[src/hrw_pkg.sv]
// package of constants and types for the host read wait handshake
// How it works
// [RULE_01] ready low: none, 6-7, 9-33 sequencer cycles (register reads still hold ready low for one core clock)
// [RULE_02] one sequencer cycle is two core clocks
// [RULE_03] heavy data RAM use stretches wait to 97
// [RULE_04] ready-blind host waits about 640 ns
// [RULE_05] at most 16 accesses per group per frame
// [RULE_06] at least 600 ns between group accesses
// [RULE_07] read data valid when ready rises
// [RULE_08] ready driven only while group selected
// [RULE_09] data driven from strobe fall to rise
// [RULE_10] four groups, each select and ready
// [RULE_11] host holds strobe until ready, then captures
package hrw_pkg;
  localparam int HRW_GROUPS = 4;
  localparam int HRW_DATA_W = 8;
  localparam int HRW_ADDR_W = 12;
  localparam int HRW_CLK_PERIOD_PS = 25000;
  localparam int HRW_CLK_PER_SEQ = 2;
  localparam int HRW_INSTR_SEQ = 6;
  localparam int HRW_RAM_SEQ = 9;
  localparam int HRW_RAM_MAX_SEQ = 33;
  localparam int HRW_THROTTLE_SEQ = 97;
  localparam int HRW_HOST_WAIT_NS = 640;
  localparam int HRW_HOST_WAIT_CYC =
    (HRW_HOST_WAIT_NS * 1000 + HRW_CLK_PERIOD_PS - 1) / HRW_CLK_PERIOD_PS;
  localparam int HRW_GAP_NS = 600;
  localparam int HRW_GAP_CYC = (HRW_GAP_NS * 1000 + HRW_CLK_PERIOD_PS - 1) / HRW_CLK_PERIOD_PS;
  localparam int HRW_FRAME_NS = 125000;
  localparam int HRW_FRAME_CYC = (HRW_FRAME_NS * 1000) / HRW_CLK_PERIOD_PS;
  localparam int HRW_FRAME_ACC = 16;
  localparam int HRW_SEQ_CNT_W = 8;
  localparam logic [1:0] HRW_SPACE_HI = 2'h3;
  typedef enum logic [1:0]
  {
    HRW_SP_REG = 2'b00,
    HRW_SP_INSTR = 2'b01,
    HRW_SP_RAM = 2'b10
  } hrw_space_t;
endpackage : hrw_pkg

[src/hrw_if.sv]
// interface joining the host and device ends of the read port
`timescale 1ns/1ps
interface hrw_if;
  import hrw_pkg::*;
  logic [HRW_GROUPS-1:0] group_select_n;
  logic rd_n;
  logic [HRW_ADDR_W-1:0] addr;
  logic [HRW_DATA_W-1:0] data_dev_out;
  logic data_dev_oe;
  logic [HRW_GROUPS-1:0] wait_release_out;
  logic [HRW_GROUPS-1:0] wait_release_oe;
  modport device (
    input group_select_n, rd_n, addr,
    output data_dev_out, data_dev_oe, wait_release_out, wait_release_oe
  );
  modport host (
    output group_select_n, rd_n, addr,
    input data_dev_out, data_dev_oe, wait_release_out, wait_release_oe
  );
endinterface : hrw_if

[src/hrw_device.sv]
// device end: answers host reads with per-group ready stretching
`timescale 1ns/1ps
module hrw_device
  import hrw_pkg::*;
#(
  parameter int RAM_EXTRA_SEQ = 0,
  parameter int HEAVY_LIMIT = HRW_FRAME_ACC,
  parameter int FRAME_CYC = HRW_FRAME_CYC
) (
  input wire logic core_clk,
  input wire logic sys_rst,
  hrw_if.device bus,
  output logic rd_req,
  output logic [HRW_GROUPS-1:0] rd_grp,
  output logic [HRW_ADDR_W-1:0] rd_addr,
  input wire logic [HRW_DATA_W-1:0] rd_data
);
  logic [HRW_GROUPS-1:0] sel_s;
  logic rd_s;
  logic [HRW_ADDR_W-1:0] addr_s;
  logic rd_d_ff;
  logic busy_ff;
  logic [HRW_SEQ_CNT_W-1:0] seq_left_ff;
  logic half_ff;
  logic [HRW_DATA_W-1:0] data_ff;
  logic [HRW_GROUPS-1:0] grp_ff;
  logic [$clog2(FRAME_CYC+1)-1:0] frame_ff;
  logic [HRW_GROUPS-1:0][7:0] acc_ff;
  logic start;
  logic heavy;
  hrw_space_t space;
  logic [HRW_SEQ_CNT_W-1:0] nxt_seq;

  hrw_sync #(.W(HRW_GROUPS + 1 + HRW_ADDR_W), .INIT({{HRW_GROUPS+1{1'b1}}, {HRW_ADDR_W{1'b0}}}))
    u_sync (
    .core_clk(core_clk),
    .sys_rst(sys_rst),
    .d({bus.group_select_n, bus.rd_n, bus.addr}),
    .q({sel_s, rd_s, addr_s})
  );

  assign start = rd_d_ff && !rd_s && (sel_s != '1);
  assign space = hrw_space_t'(addr_s[HRW_ADDR_W-1 -: 2]);
  assign heavy = (acc_ff[0] >= HEAVY_LIMIT[7:0]) || (acc_ff[1] >= HEAVY_LIMIT[7:0])
    || (acc_ff[2] >= HEAVY_LIMIT[7:0]) || (acc_ff[3] >= HEAVY_LIMIT[7:0]);

  always_comb
  begin
    unique case (space)
      HRW_SP_INSTR: nxt_seq = HRW_SEQ_CNT_W'(HRW_INSTR_SEQ); // RULE_01
      HRW_SP_RAM: nxt_seq = heavy ? HRW_SEQ_CNT_W'(HRW_THROTTLE_SEQ) // RULE_03
        : HRW_SEQ_CNT_W'(HRW_RAM_SEQ + RAM_EXTRA_SEQ); // RULE_01
      default: nxt_seq = '0; // RULE_01
    endcase
  end

  always_ff @(posedge core_clk)
  begin
    if (sys_rst)
      rd_d_ff <= 1'b1;
    else
      rd_d_ff <= rd_s;
  end

  // countdown in sequencer cycles, each two core clocks
  always_ff @(posedge core_clk)
  begin
    if (sys_rst)
    begin
      busy_ff <= 1'b0;
      seq_left_ff <= '0;
      half_ff <= 1'b0;
      grp_ff <= '0;
    end
    else if (start)
    begin
      busy_ff <= (nxt_seq != '0);
      seq_left_ff <= nxt_seq;
      half_ff <= 1'b0;
      grp_ff <= ~sel_s;
    end
    else if (busy_ff)
    begin
      half_ff <= ~half_ff; // RULE_02
      if (half_ff)
      begin
        seq_left_ff <= seq_left_ff - 1'b1;
        if (seq_left_ff == 1)
          busy_ff <= 1'b0;
      end
    end
    else if (rd_s)
      grp_ff <= '0;
  end

  // data latched at request, held until the next request
  always_ff @(posedge core_clk)
  begin
    if (sys_rst)
      data_ff <= '0;
    else if (rd_req)
      data_ff <= rd_data; // RULE_07
  end

  always_ff @(posedge core_clk)
  begin
    if (sys_rst)
      rd_req <= 1'b0;
    else
      rd_req <= start;
  end

  always_ff @(posedge core_clk)
  begin
    if (sys_rst)
    begin
      rd_grp <= '0;
      rd_addr <= '0;
    end
    else if (start)
    begin
      rd_grp <= ~sel_s;
      rd_addr <= addr_s;
    end
  end

  // data RAM accesses per group counted over one frame
  always_ff @(posedge core_clk)
  begin
    if (sys_rst)
    begin
      frame_ff <= '0;
      acc_ff <= '0;
    end
    else if (frame_ff == FRAME_CYC - 1)
    begin
      frame_ff <= '0;
      acc_ff <= '0;
    end
    else
    begin
      frame_ff <= frame_ff + 1'b1;
      for (int g = 0; g < HRW_GROUPS; g++)
        if (start && !sel_s[g] && space == HRW_SP_RAM && acc_ff[g] != 8'hff)
          acc_ff[g] <= acc_ff[g] + 8'h01;
    end
  end

  // ready pulled low the cycle after start, held by the countdown or, for register reads, by the one-cycle rd_req, and released as that ends
  always_comb
  begin
    for (int g = 0; g < HRW_GROUPS; g++)
    begin
      bus.wait_release_oe[g] = !sel_s[g]; // RULE_08 RULE_10
      bus.wait_release_out[g] = !(grp_ff[g] && (busy_ff || rd_req || start)); // RULE_01
    end
  end

  assign bus.data_dev_out = data_ff;
  assign bus.data_dev_oe = !rd_s && (sel_s != '1) && !rd_req && !start; // RULE_09
endmodule : hrw_device

[src/hrw_sync.sv]
// two-flop synchroniser for a bus of pin inputs
`timescale 1ns/1ps
module hrw_sync #(
  parameter int W = 1,
  parameter logic [W-1:0] INIT = '0
) (
  input wire logic core_clk,
  input wire logic sys_rst,
  input wire logic [W-1:0] d,
  output logic [W-1:0] q
);
  logic [W-1:0] meta_ff;
  always_ff @(posedge core_clk)
  begin
    if (sys_rst)
    begin
      meta_ff <= INIT;
      q <= INIT;
    end
    else
    begin
      meta_ff <= d;
      q <= meta_ff;
    end
  end
endmodule : hrw_sync

[src/flat_wrapper.sv]
// flat-port wrapper written by rule: the top's interface ports become plain ports
module hrw_device_flat import hrw_pkg::*;
#(
  parameter int RAM_EXTRA_SEQ = 0,
  parameter int HEAVY_LIMIT = HRW_FRAME_ACC,
  parameter int FRAME_CYC = HRW_FRAME_CYC
)
  (core_clk, sys_rst, rd_req, rd_grp, rd_addr, rd_data, bus_group_select_n, bus_rd_n, bus_addr, bus_data_dev_out, bus_data_dev_oe, bus_wait_release_out, bus_wait_release_oe);
  hrw_if bus_i ();
  input wire logic core_clk;
  input wire logic sys_rst;
  output logic rd_req;
  output logic [HRW_GROUPS-1:0] rd_grp;
  output logic [HRW_ADDR_W-1:0] rd_addr;
  input wire logic [HRW_DATA_W-1:0] rd_data;
  input wire logic [$bits(bus_i.group_select_n)-1:0] bus_group_select_n;
  input wire logic [$bits(bus_i.rd_n)-1:0] bus_rd_n;
  input wire logic [$bits(bus_i.addr)-1:0] bus_addr;
  output wire logic [$bits(bus_i.data_dev_out)-1:0] bus_data_dev_out;
  output wire logic [$bits(bus_i.data_dev_oe)-1:0] bus_data_dev_oe;
  output wire logic [$bits(bus_i.wait_release_out)-1:0] bus_wait_release_out;
  output wire logic [$bits(bus_i.wait_release_oe)-1:0] bus_wait_release_oe;
  assign bus_i.group_select_n = bus_group_select_n;
  assign bus_i.rd_n = bus_rd_n;
  assign bus_i.addr = bus_addr;
  assign bus_data_dev_out = bus_i.data_dev_out;
  assign bus_data_dev_oe = bus_i.data_dev_oe;
  assign bus_wait_release_out = bus_i.wait_release_out;
  assign bus_wait_release_oe = bus_i.wait_release_oe;
  hrw_device #(.RAM_EXTRA_SEQ(RAM_EXTRA_SEQ), .HEAVY_LIMIT(HEAVY_LIMIT), .FRAME_CYC(FRAME_CYC)) u_core (.core_clk(core_clk), .sys_rst(sys_rst), .bus(bus_i), .rd_req(rd_req), .rd_grp(rd_grp), .rd_addr(rd_addr), .rd_data(rd_data));
endmodule
[config.mk]
export PLATFORM = sky130hd
export DESIGN_NAME = hrw_device_flat
export DESIGN_NICKNAME = d
export VERILOG_FILES = /design/src/hrw_pkg.sv /design/src/hrw_if.sv /design/src/hrw_device.sv /design/src/hrw_sync.sv /design/src/flat_wrapper.sv
export SDC_FILE = /design/constraint.sdc
export NUM_CORES = 1
export LEC_CHECK = 0
export ABC_CLOCK_PERIOD_IN_PS = 2800
export BUFFER_PORTS_ARGS = -buffer_cell sky130_fd_sc_hd__clkbuf_2
export CAP_MARGIN = 20
export CORE_MARGIN = 2
export CORE_UTILIZATION = 50
export DETAILED_ROUTE_END_ITERATION = 10
export PLACE_DENSITY = 0.72
export SYNTH_ARGS = -nofsm -noshare
export SYNTH_HDL_FRONTEND = slang
export SYNTH_HIERARCHICAL = 1
export SYNTH_SLANG_ARGS = --single-unit
[constraint.sdc]
create_clock -name core_clk -period 2.8 [get_ports core_clk]
set_clock_uncertainty 0.1 [all_clocks]
set_input_delay 0.42 -clock core_clk [delete_from_list [all_inputs] [get_ports core_clk]]
set_output_delay 0.42 -clock core_clk [all_outputs]
set_load 0.03 [all_outputs]
==> qor.txt <==
Post-synth net total: 556
Power Dens Cells: 674 nW/um2
CTS H-Tree Depth: 4
Clock root cell: clkbuf_8
Post-synth top cells: 119 x dfxtp_1, 55 x nand2_1, 42 x nor2_1, 41 x a21oi_1, 24 x nor2b_1
Fraction of registers with async set/reset: 0
RSZ-0062 raised after global routing: false
Crit. Startpoint: u_core/u_sync/q[14]$_SDFF_PP1_
Core area: 9200 um2
Layout area overhead: 22.8%
Final ANT Viol Nets: 0
Worst path required time: 2.28 ns
Largest net degree at the start of global routing: 74
Fmax achieved: 0.416 GHz
Post-Synth XOR/XNOR Area: 0.0447
Post-synthesis simple-gate area fraction: 0.261
Drt first pass iters: 4
Reg clk slew, reported paths: 0.06 ns
Worst setup EP type: output pin
Max IR drop VDD: 0.578 mV
Max_cap viols: 0
Post-synth EDFFs: 0
Top post-synthesis cells by area: dfxtp_1 51%, nand2_1 4.4%, a21oi_1 4.4%
Post-route clock period utilization: 0.859
Clk_lat worst skew: 0.51 ns
Synth top area share: 0.506
DIE WIDTH: 101 um
Leak: 2.21 nW
R2R depth: 6
FF-to-FF End: u_core/acc_ff[9]$_SDFFE_PP0P_
CTS tree: yes
Syn Inst Count: 516
Die height: 101 um
First-pass GRT wire length: 15900 um
Detailed Place HPWL: 6040 um
Total power: 3.90 mW
Worst-margin pin slew: 0.667 ns
Placed cell area: 5080 um2
Worst Setup EP: bus_wait_release_out[3]
Max-slew violations: 0
Number of cells upsized or downsized after cts: 0
Setup TNS: 0 ns
Vias per cell: 5.24
Reg2reg setup slack: 0.74 ns
Crit Path Max Fanout: 4
Io pins: 61
# nets final: 631
Post-Syn Area: 4710 um2
Vias in the first global route: 3587
IO Port Bufs: 60
Initial antenna violation count: 0
Overall routed net length: 9260 um
Setup violators final: 0
Tmin final: 2.41 ns
Worst min path class: in2reg
Arrival @ worst endpoint: 1.89 ns
Slew Limit Headroom: 0.556
Remaining global-route overflow: 0
Synth Area in Compound Gates: 0.0904
Fin util: 0.628
Wirelength per Cell: 12.9 um
Status: completed
Clk buf depth: 2
Mux cell area share after synthesis: 0.0255
Clock buffer count from CTS: 17
Cell taking the most area after synthesis: dfxtp_1
Die ar.: 10200 um2
Metal2 WL: 4450 um
Crit-path cells: and4_1, nor3b_2, or3_1, nand2_1, clkbuf_2
Crit path depth: 5
Final Hold Viols: 0
Initial Utilization: 0.512
Share of cells above drive strength 1: 0.179
GPL Wtd Cong: 0.847
Register area: 2380 um2
Worst hold start: bus_addr[1]
Total number of vias: 3745
Most numerous cell in the Yosys netlist: dfxtp_1
Startpoint Class: flip-flop
Post-Synth Adder-Cell Area: 0.0346
Starting DRT DRC Count: 164
Critical path class: reg2out
Sequential area share after synthesis: 0.506
R2R Path Start: u_core/acc_ff[9]$_SDFFE_PP0P_
Largest family of logic cells by synthesized area: simple AND/OR/NAND/NOR gates
Ant diodes: 0
Fillers: 758
Detailed-route DRC error count: 0
Distinct cells, synth: 48
Area occupied by multi-input gates: 2150 um2
#FFs+latches synth: 119
Crit path max-delay family: simple AND/OR/NAND/NOR gates
Prevailing post-synth register cell: dfxtp_1
CP max stage delay: 0.39 ns
DRT met1 WL: 4260 um
Row cnt: 35
Gr usage total: 0.197
Syn avg cell area: 9.12 um2
Warnings, synthesis: 6
Metal3 WL: 401 um
Design Area, Final: 5780 um2
CP max-delay cell: dfxtp_1
Buf/Inv on CP: 1
Clk sink count: 119
Highest metal layer with signal wires: met4
==> worst min-delay path by stage <==
stage                                                      to  slack (ns)  cells after the start
after global placement         u_core/u_sync/q[15]$_SDFF_PP1_        0.30                      1
after global routing      u_core/u_sync/meta_ff[1]$_SDFF_PP0_        0.02                      2
after CTS                 u_core/u_sync/meta_ff[1]$_SDFF_PP0_       0.005                      2
final                     u_core/u_sync/meta_ff[1]$_SDFF_PP0_        0.03                      2
after floorplan                u_core/u_sync/q[12]$_SDFF_PP1_        0.28                      1
after detailed placement       u_core/u_sync/q[15]$_SDFF_PP1_        0.30                      1
==> stage by stage <==
step | worst slack (ns) | cells | hold slack [ns]
floorplan | 0.545 | 516 | 0.283
global placement | 0.854 | 670 | 0.298
detailed placement | 0.770 | 670 | 0.298
CTS | 0.375 | 715 | 0.00517
global route | 0.264 | 715 | 0.0190
finish | 0.393 | 715 | 0.0299
==> sequential cells by signal (all words and copies together) (netlist names), 4 cells and up <==
register                 cells
u_core/bus.data_dev_out      8
u_core/frame_ff             13
u_core/acc_ff               32
u_core/rd_grp                4
u_core/rd_addr              12
u_core/grp_ff                4
u_core/u_sync/meta_ff       17
u_core/seq_left_ff           8
u_core/u_sync/q             17
==> final cells by class <==
class                   instances  area share
inverters                      22      0.0143
multi-input cells             354       0.372
clock buffers                  17      0.0717
repair buffers                 77      0.0797
well taps                     111      0.0240
clock inverters                15      0.0264
flip-flops and latches        119       0.412
==> timing repair <==
action / in CTS / in global routing
buffers inserted: 0 / 0
endpoints found under the hold margin: 13 / 0
hold buffers: 13 / 0
==> report_power, final <==
group	internal, mW	switching, mW
combinational	0.0566	0.0721
sequential	1.72	0.0158
clock	1.14	0.884
==> layout by cell type (no fill, tap or decap), types with 9 or more instances in the layout <==
| master | n |
|---|---|
| a21oi_1 | 41 |
| clkbuf_16 | 16 |
| clkbuf_2 | 60 |
| dfxtp_1 | 119 |
| dlygate4sd3_1 | 13 |
| ha_1 | 13 |
| inv_1 | 22 |
| mux2i_1 | 12 |
| nand2_1 | 55 |
| nand3_1 | 23 |
| nand4_1 | 9 |
| nor2_1 | 42 |
| nor2b_1 | 24 |
| nor3_1 | 17 |
| or2_1 | 10 |
| or3_1 | 9 |
| xnor2_1 | 21 |
==> kinds of logic (layout without fill, tap and decap cells) <==
logic type      after synthesis  after routing
xor+xnor                     24             24
compound gates               72             72
buf+inv                      43            131
simple gates                233            233
flops                       119            119
mux                          12             12
fa+ha+maj                    13             13
==> metal layers <==
layer	vias to the layer above	GRT usage
met5	-	0
met2	75	0.322
met1	1728	0.239
li1	1929	-
met3	13	0.0562
met4	0	0.0946
No activity file was read; power rests on OpenSTA's default activity.
